--- src/design/tsi_map.svh ---
// Register offsets and reset values of the touch sensor interrupt logic
`ifndef TSI_MAP_SVH
`define TSI_MAP_SVH

`define TSI_STAGES 16
`define TSI_ADDR_W 10
`define TSI_DATA_W 16

`define TSI_OFS_LOW_EN 10'h005
`define TSI_OFS_HIGH_EN 10'h006
`define TSI_OFS_DONE_EN 10'h007
`define TSI_OFS_LOW_FLAGS 10'h008
`define TSI_OFS_HIGH_FLAGS 10'h009
`define TSI_OFS_DONE_FLAGS 10'h00A

`define TSI_RST_ENABLE 16'h0000
`define TSI_RST_FLAGS 16'h0000
`define TSI_RST_RDATA 16'h0000

`endif

--- src/design/tsi_pkg.sv ---
// Types shared by the touch sensor interrupt logic
`default_nettype none
`include "tsi_map.svh"

package tsi_pkg;
  typedef logic [`TSI_STAGES-1:0] tsi_stage_vec_t;
  typedef logic [`TSI_ADDR_W-1:0] tsi_addr_t;
  typedef logic [`TSI_DATA_W-1:0] tsi_data_t;
endpackage

`default_nettype wire

--- src/design/tsi_flag_if.sv ---
// Carrier between the register file and one group of status flags
`timescale 1ns/1ps
`default_nettype none

interface tsi_flag_if;
  tsi_pkg::tsi_stage_vec_t enable;
  tsi_pkg::tsi_stage_vec_t cond;
  logic rd_clear;
  tsi_pkg::tsi_stage_vec_t flags;
  logic pending;

  modport owner (
    input enable,
    input cond,
    input rd_clear,
    output flags,
    output pending
  );

  modport user (
    output enable,
    output cond,
    output rd_clear,
    input flags,
    input pending
  );
endinterface

`default_nettype wire

--- src/design/tsi_done_flags.sv ---
// Sticky conversion-complete flags with conditional clear on read
`timescale 1ns/1ps
`default_nettype none
`include "tsi_map.svh"

module tsi_done_flags (
  input wire logic clk, // Conversion clock
  input wire logic rst, // Asynchronous reset, active high
  tsi_flag_if.owner grp // Enable, stage-done pulses, read clear, flags
);

  tsi_pkg::tsi_stage_vec_t flags;
  tsi_pkg::tsi_stage_vec_t set_bits;
  tsi_pkg::tsi_stage_vec_t clr_bits;
  tsi_pkg::tsi_stage_vec_t next_flags;

  // Only enabled stages latch; a read drops only bits whose cause is gone
  assign set_bits = grp.cond & grp.enable;
  assign clr_bits = grp.rd_clear ? ~grp.cond : '0;
  // Set wins over clear so a completion landing on the read is kept
  assign next_flags = (flags & ~clr_bits) | set_bits;

  always_ff @(posedge clk or posedge rst) begin
    if (rst) begin
      flags <= `TSI_RST_FLAGS;
    end else begin
      flags <= next_flags;
    end
  end

  // Disabling a stage later masks its stale flag off the alert line
  assign grp.flags = flags;
  assign grp.pending = |(flags & grp.enable);

endmodule

`default_nettype wire

--- src/design/tsi_limit_flags.sv ---
// Threshold activation state and change-triggered alert hold
`timescale 1ns/1ps
`default_nettype none
`include "tsi_map.svh"

module tsi_limit_flags (
  input wire logic clk, // Conversion clock
  input wire logic rst, // Asynchronous reset, active high
  tsi_flag_if.owner low, // Low-limit group
  tsi_flag_if.owner high // High-limit group
);

  tsi_pkg::tsi_stage_vec_t low_state;
  tsi_pkg::tsi_stage_vec_t high_state;
  tsi_pkg::tsi_stage_vec_t low_seen;
  tsi_pkg::tsi_stage_vec_t high_seen;
  logic changed;
  logic held;
  logic low_read;
  logic high_read;
  logic both_read;
  logic next_held;
  logic next_low_read;
  logic next_high_read;

  // Only enabled stages can raise the alert on a change of state
  assign low_seen = low.cond & low.enable;
  assign high_seen = high.cond & high.enable;
  assign changed = (low_seen != (low_state & low.enable))
    | (high_seen != (high_state & high.enable));

  // Release needs reads of both registers since the last change of state
  assign next_low_read = held & (low_read | low.rd_clear);
  assign next_high_read = held & (high_read | high.rd_clear);
  assign both_read = next_low_read & next_high_read;
  // A fresh change in the same cycle as the last read keeps the line low
  assign next_held = changed | (held & ~both_read);

  always_ff @(posedge clk or posedge rst) begin
    if (rst) begin
      low_state <= `TSI_RST_FLAGS;
      high_state <= `TSI_RST_FLAGS;
      held <= 1'b0;
      low_read <= 1'b0;
      high_read <= 1'b0;
    end else begin
      low_state <= low.cond;
      high_state <= high.cond;
      held <= next_held;
      low_read <= next_low_read & ~both_read & ~changed;
      high_read <= next_high_read & ~both_read & ~changed;
    end
  end

  // Status reads show present activation, not history
  assign low.flags = low_state;
  assign high.flags = high_state;
  assign low.pending = held;
  assign high.pending = held;

endmodule

`default_nettype wire

--- src/design/tsi_irq.sv ---
// Top of the touch sensor interrupt logic: registers, flag groups, alert pin
`timescale 1ns/1ps
`default_nettype none
`include "tsi_map.svh"

module tsi_irq (
  input wire logic clk, // 40 MHz conversion clock
  input wire logic rst, // Asynchronous reset, active high
  input wire logic [`TSI_STAGES-1:0] stage_done, // One-cycle pulse per finished stage
  input wire logic [`TSI_STAGES-1:0] low_active, // Stage below its low threshold
  input wire logic [`TSI_STAGES-1:0] high_active, // Stage above its high threshold
  input wire logic [`TSI_ADDR_W-1:0] reg_addr, // Register address from the serial port
  input wire logic reg_wr, // Write strobe, one cycle
  input wire logic [`TSI_DATA_W-1:0] reg_wdata, // Write data
  input wire logic reg_rd, // Read address set up, one cycle
  output logic [`TSI_DATA_W-1:0] reg_rdata, // Read data, registered
  output logic alert_n_out, // Open-drain alert level, always low
  output logic alert_n_oe // High while the alert line is pulled low
);

  tsi_pkg::tsi_stage_vec_t low_limit_irq_enable;
  tsi_pkg::tsi_stage_vec_t high_limit_irq_enable;
  tsi_pkg::tsi_stage_vec_t stage_done_irq_enable;
  tsi_pkg::tsi_data_t next_rdata;
  logic hit_low_en;
  logic hit_high_en;
  logic hit_done_en;
  logic hit_low_flags;
  logic hit_high_flags;
  logic hit_done_flags;
  logic alert;

  tsi_flag_if done_grp ();
  tsi_flag_if low_grp ();
  tsi_flag_if high_grp ();

  // Address decode shared by reads and writes
  assign hit_low_en = (reg_addr == `TSI_OFS_LOW_EN);
  assign hit_high_en = (reg_addr == `TSI_OFS_HIGH_EN);
  assign hit_done_en = (reg_addr == `TSI_OFS_DONE_EN);
  assign hit_low_flags = (reg_addr == `TSI_OFS_LOW_FLAGS);
  assign hit_high_flags = (reg_addr == `TSI_OFS_HIGH_FLAGS);
  assign hit_done_flags = (reg_addr == `TSI_OFS_DONE_FLAGS);

  // Enable registers; status registers ignore writes
  always_ff @(posedge clk or posedge rst) begin
    if (rst) begin
      low_limit_irq_enable <= `TSI_RST_ENABLE;
      high_limit_irq_enable <= `TSI_RST_ENABLE;
      stage_done_irq_enable <= `TSI_RST_ENABLE;
    end else if (reg_wr) begin
      if (hit_low_en) begin
        low_limit_irq_enable <= reg_wdata;
      end
      if (hit_high_en) begin
        high_limit_irq_enable <= reg_wdata;
      end
      if (hit_done_en) begin
        stage_done_irq_enable <= reg_wdata;
      end
    end
  end

  // Each source has its own enable and status group
  assign done_grp.enable = stage_done_irq_enable;
  assign done_grp.cond = stage_done;
  assign done_grp.rd_clear = reg_rd & hit_done_flags;
  assign low_grp.enable = low_limit_irq_enable;
  assign low_grp.cond = low_active;
  assign low_grp.rd_clear = reg_rd & hit_low_flags;
  assign high_grp.enable = high_limit_irq_enable;
  assign high_grp.cond = high_active;
  assign high_grp.rd_clear = reg_rd & hit_high_flags;

  tsi_done_flags u_done (
    .clk(clk),
    .rst(rst),
    .grp(done_grp)
  );

  tsi_limit_flags u_limit (
    .clk(clk),
    .rst(rst),
    .low(low_grp),
    .high(high_grp)
  );

  // Read mux captures status before the clear lands; unmapped reads give zero
  assign next_rdata = hit_low_en ? low_limit_irq_enable :
    hit_high_en ? high_limit_irq_enable :
    hit_done_en ? stage_done_irq_enable :
    hit_low_flags ? low_grp.flags :
    hit_high_flags ? high_grp.flags :
    hit_done_flags ? done_grp.flags :
    `TSI_RST_RDATA;

  always_ff @(posedge clk or posedge rst) begin
    if (rst) begin
      reg_rdata <= `TSI_RST_RDATA;
    end else if (reg_rd) begin
      reg_rdata <= next_rdata;
    end
  end

  // Release follows the clear edge, well before the data bytes are shifted out
  assign alert = done_grp.pending | low_grp.pending;
  assign alert_n_out = 1'b0;
  assign alert_n_oe = alert;

endmodule

`default_nettype wire

--- config.mk ---
export PLATFORM = sky130hd
export DESIGN_NAME = tsi_irq
export DESIGN_NICKNAME = d
export VERILOG_FILES = /design/src/design/tsi_pkg.sv /design/src/design/tsi_flag_if.sv /design/src/design/tsi_done_flags.sv /design/src/design/tsi_limit_flags.sv /design/src/design/tsi_irq.sv
export VERILOG_INCLUDE_DIRS = /design/src /design/src/design
export SDC_FILE = /design/constraint.sdc
export NUM_CORES = 1
export LEC_CHECK = 0
export BUFFER_PORTS_ARGS = -buffer_cell sky130_fd_sc_hd__buf_2
export CORE_AREA = 2 2 103 105
export CTS_CLUSTER_DIAMETER = 30
export CTS_CLUSTER_SIZE = 24
export DETAILED_ROUTE_END_ITERATION = 12
export DIE_AREA = 0 0 105 107
export PLACE_DENSITY_LB_ADDON = 0.2
export SETUP_SLACK_MARGIN = 0.4
export SYNTH_ARGS = -nofsm -noshare
export SYNTH_HDL_FRONTEND = slang
export SYNTH_SLANG_ARGS = --single-unit
--- constraint.sdc ---
create_clock -name clk -period 4.1 [get_ports clk]
set_clock_uncertainty 0.2 [all_clocks]
set_input_delay 0.205 -clock clk [delete_from_list [all_inputs] [get_ports clk]]
set_output_delay 0.205 -clock clk [all_outputs]
set_load 0.005 [all_outputs]
### After elaboration in Yosys (flattened, before gate mapping)

Index checks and enable logic that the tools add are counted.
Widths: inputs -> output; s select.

* add/subtract/negate cells: 0
* multipliers: 0
* div/mod/pow operators: 0
* magnitude comparators: 0
* equality and inequality tests: 8
* shifts and indexed selects: 0
* muxes and demuxes: 7
* bitwise logic cells: 28
* reduce and logical (&&, ||, !) cells: 4

Operators with widths (count)
* $and 16x16->16: 7
* $mux 16: 7
* $ne 16x16->1: 2
* $not 16->16: 2
* $eq 10x3->1 const B: 3
* $eq 10x4->1 const B: 3
* $or 16x16->16: 1
* $reduce_or 16->1: 1
* $and 1x1->1: 11
* $reduce_and 2->1: 3
* $or 1x1->1: 5
* $not 1->1: 2

* register bits after elaboration: 115
* latch bits: 0
* bits in writable memories: 0
* ROM bits: 0
* input bits: 78
* output and inout bits: 18
* logic and storage cells: 57
* memories: 0

### Longest topological paths before layout

Gate-level depths: netlist of the first run.

* depth in word-level cells: 8
* mapped depth: 8
* mapped depth without buffers: 5

### By module

Synthesis of the first run repeated with hierarchy kept, for this count alone.

* cell total of the unflattened synthesis: 498
* area total of the unflattened synthesis: 5611.6 µm²

By module, submodules not included
* tsi_irq: times used 1, cells an instance 327, area an instance 3520.9 µm², sequential area each 1601.5 µm²
* tsi_limit_flags: times used 1, cells an instance 96, area an instance 1361.3 µm², sequential area each 875.8 µm²
* tsi_done_flags: times used 1, cells an instance 75, area an instance 729.4 µm², sequential area each 400.4 µm²

### Least setup slack after synthesis of the first run

No wires, ideal clock.

* path kind: input port to flip-flop
* from: in reg_addr[5]
* to: reg stage_done_irq_enable[0], in the netlist done_grp.enable[0]
* setup time: 0.125 ns
* arrival time: 1.529 ns
* required time: 3.775 ns
* path slack: 2.246 ns
* cell stages on the path: 6
* buffers on the path: 2
* cell sequence: nor4_2 -> and4b_1 -> buf_6 -> nand4_4 -> buf_6 -> mux2_4

* cells in the longest elaborated chain, start to end: 2

RTL lines
* from (decl): line tsi_irq.sv:12 `` input wire logic [`TSI_ADDR_W-1:0] reg_addr, ``
* $eq 10x3->1 (no line)
* $reduce_and 2->1 (no line)
* to (signal assigned): line tsi_irq.sv:50 `` stage_done_irq_enable <= `TSI_RST_ENABLE; ``
* to (signal assigned): line tsi_irq.sv:59 `stage_done_irq_enable <= reg_wdata;`
* to (decl): line tsi_irq.sv:23 `tsi_pkg::tsi_stage_vec_t stage_done_irq_enable;`

No other way between the ends.
A chain may end at the register's enable or synchronous reset.

### Worst setup path in the final report of the first run

* from: in reg_addr[6]
* to: reg reg_rdata[5]

* cells in the longest elaborated chain, start to end: 7
* elaborated cells between the ends (all ways): 12
* those cells by class: eq/ne (6); mux (6)

RTL lines
* $eq 10x4->1 (no line)
* $mux 16 (no line) (5 in a row)
* $mux 16 (no line) *
* to (signal assigned): line tsi_irq.sv:99 `` reg_rdata <= `TSI_RST_RDATA; ``
* to (signal assigned): line tsi_irq.sv:101 `reg_rdata <= next_rdata;`
* to (decl): line tsi_irq.sv:16 `` output logic [`TSI_DATA_W-1:0] reg_rdata, ``

Every way passes the cells marked *; elsewhere a longest branch is shown, timed or not.

==> impl_metrics.env, run 1 <==
export IMPL_synth_top_family_by_area="multiplexers"
export IMPL_hp_class="in2async"
export IMPL_drv_slew=0
export IMPL_grt_pass1_wl_mm=25.2
export IMPL_port_buffers=94
export IMPL_postCtsSetupBuffers=0
export IMPL_rows=37
export IMPL_maxCapViolCount=0
export IMPL_synth_area_per_cell_um2=11.1
export IMPL_path_clk_slew_ns=0.06
export IMPL_tritoncts="done"
export IMPL_p_total_mw=2.89
export IMPL_synth_compound_area_share_pct=13.8
export IMPL_p_per_area_nw_per_um2=401
export IMPL_fill_cells=773
export IMPL_yosysSeqAreaShare_pct=53.4
export IMPL_ys_ff_latch=115
export IMPL_cts_max_level=4
export IMPL_required_ns=4.27
export IMPL_dieArea_um2=11200
export IMPL_rsz0062_at_grt="false"
export IMPL_antenna_found_initial=0
export IMPL_place_gp_congestion=0.868
export IMPL_ys_warn_count=0
export IMPL_die_y_um=107
export IMPL_dp_final_hpwl_mm=9.82
export IMPL_dpl_worst_slack_ns=1.28
export IMPL_start_kind="primary input"
export IMPL_wire_per_inst_um=20.0
export IMPL_max_slew_margin_pct=43.2
export IMPL_ys_flop_type="dfrtp_1"
export IMPL_ys_types=35
export IMPL_worst_pin_slew_ns=0.852
export IMPL_clock_root_buffer="clkbuf_8"
export IMPL_crit_type="in2reg"
export IMPL_end_kind="flop"
export IMPL_setup_ws_ns=1.35
export IMPL_viasPerCell=5.84
export IMPL_final_nets=724
export IMPL_grt_usage_pct=30.2
export IMPL_syn_nets=562
export IMPL_setup_tns_ns=0
export IMPL_hold_slack_ns=0.0229
export IMPL_max_freq_ghz=0.364
export IMPL_drt_wl_total_mm=15.9
export IMPL_synth_edff_count=0
export IMPL_drc=0
export IMPL_drt_pass1_iter_count=6
export IMPL_num_vias=4635
export IMPL_muxShareOfSynthArea_pct=14.1
export IMPL_grt_pass1_vias=4660
export IMPL_ir_drop_mv=0.316
export IMPL_synth_xor_area_share_pct=5.20
export IMPL_synthAdderAreaFrac_pct=0
export IMPL_syn2layout_area_growth_pct=33.3
export IMPL_core_um2=10100
export IMPL_period_needed_ns=2.75
export IMPL_cp_arrival_ns=2.92
export IMPL_fp_dieW_um=105
export IMPL_clkSinkCount=115
export IMPL_drt_iter0_drc=419
export IMPL_n_antenna_cell=0
export IMPL_crit_fanout=16
export IMPL_register_area_um2=2880
export IMPL_async_flop_share_pct=100
export IMPL_ant_nets=0
export IMPL_grt_start_max_net_pins=44
export IMPL_synth_cell_area_um2=5390
export IMPL_initial_utilization_pct=53.4
export IMPL_numCtsBuffers=17
export IMPL_netlist_instances=484
export IMPL_ios=96
export IMPL_multi_input_area_um2=2370
export IMPL_clk_path_buf_depth=2
export IMPL_fin_crit_sh_pct=67.0
export IMPL_status="finished clean"
export IMPL_setup_viol=0
export IMPL_total_leakage_power_nw=3.48
export IMPL_grt_overflow=0
export IMPL_final_hold_violation_count=0
export IMPL_drive_gt1_share_pct=27.7
export IMPL_clock_latency_ns=0.53
export IMPL_yosys_area_share_simple_pct=10.9
## flip-flops by register name (all words and copies together) (netlist names)
register / cells
done_grp.enable: 16
high_grp.enable: 16
low_grp.enable: 16
reg_rdata: 16
u_done.grp.flags: 16
u_limit.high.flags: 16
u_limit.high.pending: 1
u_limit.high_read: 1
u_limit.low.flags: 16
u_limit.low_read: 1
## Yosys cell counts (6+ instances only)
| cell type | count | area (um2) |
|---|---|---|
| a21oi_1 | 43 | 215 |
| a22oi_1 | 27 | 203 |
| buf_2 | 7 | 35.0 |
| clkbuf_1 | 10 | 37.5 |
| dfrtp_1 | 115 | 2880 |
| mux2_2 | 38 | 428 |
| mux2_4 | 10 | 150 |
| mux2i_1 | 18 | 180 |
| nand2_1 | 25 | 93.8 |
| nand2b_1 | 6 | 37.5 |
| nand4_1 | 6 | 37.5 |
| nor2_1 | 63 | 236 |
| nor2b_1 | 8 | 50.1 |
| o21ai_0 | 27 | 135 |
| o22ai_1 | 11 | 68.8 |
| xor2_1 | 32 | 280 |
## cells by family (layout without fill, tap and decap cells)
kind of cell | count (synthesis) | after routing
AO/OA/AOI/OAI | 122 | 122
XOR/XNOR | 32 | 32
buffers and inverters | 27 | 201
flip-flops | 115 | 115
multiplexers | 66 | 66
other | 1 | 1
AND/OR/NAND/NOR | 121 | 121
## per-layer routing
metal	vias to the layer above	track usage (%)	part of all wire, %
met5	-	0	0
met4	0	12.5	2.8
met3	52	6.38	7.8
met2	258	48.6	48
met1	2265	40.1	41
li1	2060	-	-
## power breakdown
group | total (mW) | internal [mW] | switching (mW)
clock network | 1.42 | 0.902 | 0.517
logic | 0.264 | 0.127 | 0.137
registers | 1.20 | 1.17 | 0.0303
## worst max-delay path, stage by stage
cell	delay, ns
dlygate4sd3_1	0.54
buf_2	0.13
nor4_2	0.22
and4b_1	0.81
nand3_1	0.64
o22ai_1	0.29
a21oi_1	0.07
## final cells by class
type                       instances  share of cell area, %
sequential                       115                   40.0
clock buffer                      21                   6.39
multi-input combinational        342                   33.0
clock inverter                    10                   1.50
tap                              136                   2.37
inverter                           3                  0.191
timing repair buffer             167                   16.5
## per-stage QoR
step,cell area (um2),std cells,util (%)
floorplan,5390,484,-
global placement,5940,695,58.9
detailed placement,5940,695,58.9
CTS,7190,794,71.2
global route,7190,794,71.2
finish,7190,794,71.2
## final timing paths
kind                                                 startpoint                        endpoint  slack [ns]  cells after the start
max in group asynchronous                                   rst  done_grp.enable[0]$_DFFE_PP0P_        2.77                      4
min in group clk                                         reg_rd       reg_rdata[10]$_DFFE_PP0P_        0.05                      3
worst min register to register       u_limit.low_read$_DFF_PP0_     u_limit.high_read$_DFF_PP0_        0.30                      1
worst max-delay path                                reg_addr[6]        reg_rdata[5]$_DFFE_PP0P_        1.35                      7
worst min-delay path                                        rst        reg_rdata[3]$_DFFE_PP0P_        0.02                      3
worst max register to register  u_limit.high.flags[3]$_DFF_PP0_     u_limit.high_read$_DFF_PP0_        1.75                      5
## repair_timing
item	CTS	global route
hold buffers	68	0
hold endpoints to repair	126	0
resized for setup	0	0
endpoints found under the setup margin	0	0
## layout by cell type (no fill, tap or decap), types with 4 or more instances in the layout
cell type / n
a21oi_1: 43
a22oi_1: 27
a32oi_1: 5
and3_1: 4
buf_2: 94
buf_4: 5
clkbuf_16: 16
clkbuf_8: 4
clkinv_2: 5
dfrtp_1: 115
dlygate4sd3_1: 68
mux2_2: 38
mux2_4: 10
mux2i_1: 18
nand2_1: 25
nand2b_1: 6
nand4_1: 6
nor2_1: 63
nor2b_1: 8
o21ai_0: 27
o22ai_1: 11
xor2_1: 32
Power figures use the tool's default switching activity.
==> run 2: changes to the inputs <==
--- a/config.mk
+++ b/config.mk
@@ -7,11 +7,11 @@
 export NUM_CORES = 1
 export LEC_CHECK = 0
 export BUFFER_PORTS_ARGS = -buffer_cell sky130_fd_sc_hd__buf_2
-export CORE_AREA = 2 2 103 105
+export CORE_AREA = 2 2 107 109
 export CTS_CLUSTER_DIAMETER = 30
 export CTS_CLUSTER_SIZE = 24
 export DETAILED_ROUTE_END_ITERATION = 12
-export DIE_AREA = 0 0 105 107
+export DIE_AREA = 0 0 109 111
 export PLACE_DENSITY_LB_ADDON = 0.2
 export SETUP_SLACK_MARGIN = 0.4
 export SYNTH_ARGS = -nofsm -noshare
==> constraint.sdc (replaced) <==
create_clock -name clk -period 2.3 [get_ports clk]
set_clock_uncertainty 0.2 [all_clocks]
set_input_delay 0.115 -clock clk [delete_from_list [all_inputs] [get_ports clk]]
set_output_delay 0.115 -clock clk [all_outputs]
set_load 0.005 [all_outputs]
==> impl_metrics.env, run 2 (synthesis results as in run 1) <==
export IMPL_grt_overflow=0
export IMPL_die_y_um=111
export IMPL_core_um2=11100
export IMPL_ir_drop_mv=0.470
export IMPL_syn2layout_area_growth_pct=40.4
export IMPL_hp_class="in2reg"
export IMPL_clk_path_buf_depth=2
export IMPL_fin_crit_sh_pct=96.4
export IMPL_p_per_area_nw_per_um2=677
export IMPL_drc=0
export IMPL_final_cell_area_um2=7570
export IMPL_fp_dieW_um=109
export IMPL_place_gp_congestion=0.840
export IMPL_clkSinkCount=115
export IMPL_drt_pass1_iter_count=5
export IMPL_n_antenna_cell=0
export IMPL_drt_iter0_drc=299
export IMPL_grt_start_max_net_pins=116
export IMPL_total_leakage_power_nw=3.66
export IMPL_p_total_mw=5.12
export IMPL_viasPerCell=5.59
export IMPL_cts_max_level=4
export IMPL_final_hold_violation_count=0
export IMPL_ant_nets=0
export IMPL_grt_pass1_vias=4731
export IMPL_worst_pin_slew_ns=0.633
export IMPL_setup_viol=0
export IMPL_end_kind="output pin"
export IMPL_crit_type="reg2out"
export IMPL_place_area_um2=6080
export IMPL_initial_utilization_pct=48.7
export IMPL_setup_tns_ns=0
export IMPL_ios=96
export IMPL_rsz0062_at_grt="true"
export IMPL_path_clk_slew_ns=0.05
export IMPL_rows=39
export IMPL_status="finished clean"
export IMPL_period_needed_ns=2.22
export IMPL_start_kind="flop"
export IMPL_antenna_found_initial=0
export IMPL_dieArea_um2=12100
export IMPL_drv_slew=0
export IMPL_crit_fanout=2
export IMPL_tritoncts="done"
export IMPL_required_ns=1.99
export IMPL_dp_final_hpwl_mm=10.4
export IMPL_max_freq_ghz=0.451
export IMPL_maxCapViolCount=0
export IMPL_num_vias=4627
export IMPL_layout_common_cells="dfrtp_1, buf_2, dlygate4sd3_1"
export IMPL_wire_per_inst_um=19.6
export IMPL_max_slew_margin_pct=57.8
export IMPL_layout_commonest_cell="dfrtp_1"
export IMPL_final_nets=751
export IMPL_cp_arrival_ns=1.90
export IMPL_clock_latency_ns=0.42
export IMPL_grt_pass1_wl_mm=25.3
export IMPL_drt_wl_total_mm=16.2
export IMPL_dp_cells=712
export IMPL_drive_gt1_share_pct=32.3
export IMPL_port_buffers=94
export IMPL_clock_root_buffer="clkbuf_16"
export IMPL_grt_usage_pct=28.2
export IMPL_fin_cells=827
export IMPL_numCtsBuffers=17
-- run 2: cell count changes in the layout (fill, tap and decap cells not counted), moves of 2 or more --
cell / previous run / this run
buf_12: 0 / 5
a221oi_4: 0 / 2
a22oi_2: 0 / 9
clkinvlp_4: 3 / 1
a22oi_1: 27 / 18
clkbuf_1: 1 / 3
buf_4: 5 / 26
a221oi_1: 3 / 0
-- run 2: through the flow --
| step | hold WS, ns | utilization, % | worst slack (ns) |
|---|---|---|---|
| after floorplan | -0.0536 | - | 0.536 |
| after global placement | 0.0470 | 54.9 | 0.221 |
| after detailed placement | 0.0485 | 54.9 | 0.150 |
| after CTS | 0.0132 | 67.0 | 0.0682 |
| after global routing | 0.0431 | 68.3 | 0.0168 |
| final | 0.0362 | 68.3 | 0.0829 |
-- run 2: report_power, final --
part / internal, mW / switching, mW
sequential: 2.09 / 0.0554
clock: 1.60 / 0.860
combinational: 0.256 / 0.256
-- run 2: cell type report --
type | count | area (um2)
Clock buffer | 25 | 505
Clock inverter | 5 | 50.0
Fill cell | 824 | 3510
Inverter | 3 | 15.0
Multi-Input combinational cell | 342 | 2480
Sequential cell | 115 | 2880
Tap cell | 143 | 179
Timing Repair Buffer | 194 | 1460
-- run 2: worst paths after layout --
kind | endpoint | slack, ns | startpoint | cells after the start
max in group asynchronous | reg_rdata[0]$_DFFE_PP0P_ | 1.19 | rst | 4
worst max register to register | u_limit.high_read$_DFF_PP0_ | 0.40 | u_limit.high.flags[3]$_DFF_PP0_ | 5
worst min-delay path | u_limit.high.pending$_DFF_PP0_ | 0.04 | reg_addr[6] | 5
min in group asynchronous | done_grp.enable[8]$_DFFE_PP0P_ | 0.22 | rst | 4
worst max-delay path | alert_n_oe | 0.08 | done_grp.enable[9]$_DFFE_PP0P_ | 5
worst min register to register | u_limit.high_read$_DFF_PP0_ | 0.32 | u_limit.low_read$_DFF_PP0_ | 1
-- run 2: repair_timing --
action | in CTS | in global routing
gates resized for setup | 8 | 11
endpoints found under the setup margin | 4 | 8
buffers inserted | 8 | 8
endpoints found under the hold margin | 218 | 1
pin swaps | 8 | 11
hold buffers | 68 | 1
-- run 2: critical path: stages, from the launching register on --
cell and delay (ns):
dfrtp_1 0.40, a22o_1 0.27, a221oi_4 0.27, nand4_1 0.14, a211o_1 0.26, buf_2 0.14
-- run 2: metal layers --
metal / vias up / global-route usage [%] / wire (um)
met5: - / 0 / 0
met4: 0 / 12.1 / 397
met3: 32 / 6.23 / 1020
met2: 185 / 44.2 / 8000
met1: 2292 / 37.7 / 6830
li1: 2118 / - / -
==> run 3: changes to the inputs <==
--- a/config.mk
+++ b/config.mk
@@ -12,6 +12,7 @@
 export CTS_CLUSTER_SIZE = 24
 export DETAILED_ROUTE_END_ITERATION = 12
 export DIE_AREA = 0 0 109 111
+export HOLD_SLACK_MARGIN = 0.06
 export PLACE_DENSITY_LB_ADDON = 0.2
 export SETUP_SLACK_MARGIN = 0.4
 export SYNTH_ARGS = -nofsm -noshare
==> impl_metrics.env, run 3 (synthesis results as in run 1) <==
export IMPL_cts_max_level=4
export IMPL_final_hold_violation_count=0
export IMPL_period_needed_ns=2.22
export IMPL_antenna_found_initial=0
export IMPL_worst_r2r_setup_slack_ns=0.40
export IMPL_holdPathEnd="reg_rdata[11]$_DFFE_PP0P_"
export IMPL_layout_commonest_cell="dfrtp_1"
export IMPL_crit_fanout=2
export IMPL_drt_pass1_iter_count=5
export IMPL_grt_overflow=0
export IMPL_grt_start_max_net_pins=116
export IMPL_path_clk_slew_ns=0.05
export IMPL_reg2reg_depth=5
export IMPL_wire_per_inst_um=19.6
export IMPL_reg2reg_from="u_limit.high.flags[3]$_DFF_PP0_"
export IMPL_grt_pass1_wl_mm=25.4
export IMPL_syn2layout_area_growth_pct=40.9
export IMPL_drt_wl_total_mm=16.3
export IMPL_post_route_util_pct=68.6
export IMPL_holdCritStartpoint="reg_addr[0]"
export IMPL_total_leakage_power_nw=3.68
export IMPL_rsz0062_at_grt="true"
export IMPL_setup_viol=0
export IMPL_cp_startpoint="done_grp.enable[9]$_DFFE_PP0P_"
export IMPL_status="finished clean"
export IMPL_holdPathStages=4
export IMPL_register_area_um2=2880
export IMPL_ios=96
export IMPL_tritoncts="done"
export IMPL_crit_type="reg2out"
export IMPL_fp_dieW_um=109
export IMPL_final_nets=754
export IMPL_r2r_end="u_limit.high_read$_DFF_PP0_"
export IMPL_p_total_mw=5.13
export IMPL_fill_cells=822
export IMPL_dp_final_hpwl_mm=10.4
export IMPL_hp_class="in2reg"
export IMPL_ir_drop_mv=0.470
export IMPL_multi_input_area_um2=2480
export IMPL_drv_slew=0
export IMPL_clock_root_buffer="clkbuf_16"
export IMPL_initial_utilization_pct=48.7
export IMPL_max_slew_margin_pct=56.1
export IMPL_max_freq_ghz=0.450
export IMPL_worst_pin_slew_ns=0.658
export IMPL_core_um2=11100
export IMPL_start_kind="flop"
export IMPL_place_area_um2=6080
export IMPL_n_antenna_cell=0
export IMPL_grt_usage_pct=28.4
export IMPL_rows=39
export IMPL_viasPerCell=5.56
export IMPL_cp_arrival_ns=1.91
export IMPL_ant_nets=0
export IMPL_dieArea_um2=12100
export IMPL_die_y_um=111
export IMPL_numCtsBuffers=17
export IMPL_layout_common_cells="dfrtp_1, buf_2, dlygate4sd3_1"
export IMPL_num_vias=4611
export IMPL_place_gp_congestion=0.840
export IMPL_drive_gt1_share_pct=32.2
export IMPL_setup_tns_ns=0
export IMPL_drc=0
export IMPL_clock_latency_ns=0.42
export IMPL_required_ns=1.99
export IMPL_p_per_area_nw_per_um2=675
export IMPL_clk_path_buf_depth=2
export IMPL_maxCapViolCount=0
export IMPL_end_kind="output pin"
export IMPL_port_buffers=94
export IMPL_clkSinkCount=115
export IMPL_grt_pass1_vias=4770
export IMPL_final_cell_area_um2=7600
export IMPL_fin_crit_sh_pct=96.6
export IMPL_drt_iter0_drc=269
-- run 3: per-stage QoR --
step | hold WS (ns) | cells | setup slack (ns)
floorplan | -0.0536 | 484 | 0.536
global placement | 0.0470 | 712 | 0.221
detailed placement | 0.0485 | 712 | 0.150
CTS | 0.0692 | 821 | 0.0682
global route | 0.144 | 830 | 0.0168
finish | 0.109 | 830 | 0.0783
-- run 3: final cells by class --
class / instances / share of cell area [%]
clock inverters: 5 / 0.658
multi-input cells: 342 / 32.7
flip-flops and latches: 115 / 37.9
repair buffers: 197 / 19.6
well taps: 143 / 2.35
clock buffers: 25 / 6.65
inverters: 3 / 0.198
-- run 3: what timing repair did --
| action | 4_1_cts | 5_1_grt |
|---|---|---|
| hold buffers | 71 | 1 |
| endpoints found under the setup margin | 4 | 17 |
| pin swaps | 8 | 11 |
| resized for setup | 8 | 11 |
| setup buffers | 8 | 8 |
| hold endpoints to repair | 219 | 1 |
| cloned | 0 | 0 |
-- run 3: worst max-delay path: stages, from the launching register on --
cell and delay [ns]:
dfrtp_1 0.40, a22o_1 0.28, a221oi_4 0.26, nand4_1 0.14, a211o_1 0.27, buf_2 0.14
-- run 3: how the worst max path moves through the flow --
stage / endpoint / slack (ns)
CTS: alert_n_oe / 0.07
floorplan: done_grp.enable[0]$_DFFE_PP0P_ / 0.54
global placement: u_limit.high_read$_DFF_PP0_ / 0.22
detailed placement: u_limit.high_read$_DFF_PP0_ / 0.15
finish: alert_n_oe / 0.08
global route: alert_n_oe / 0.02
-- run 3: per-layer routing --
metal	part of all wire [%]	global-route usage (%)	routed length, um	vias up
met5	0	0	0	-
met4	2.4	12.1	383	0
met3	6.5	6.23	1050	28
met2	49	44.6	7920	171
met1	42	37.8	6900	2291
li1	-	-	-	2121
-- run 3: report_power, final --
group,internal [mW],switching (mW),leakage [nW]
clock,1.60,0.864,0.279
sequential,2.09,0.0555,1.51
combinational,0.258,0.257,1.89
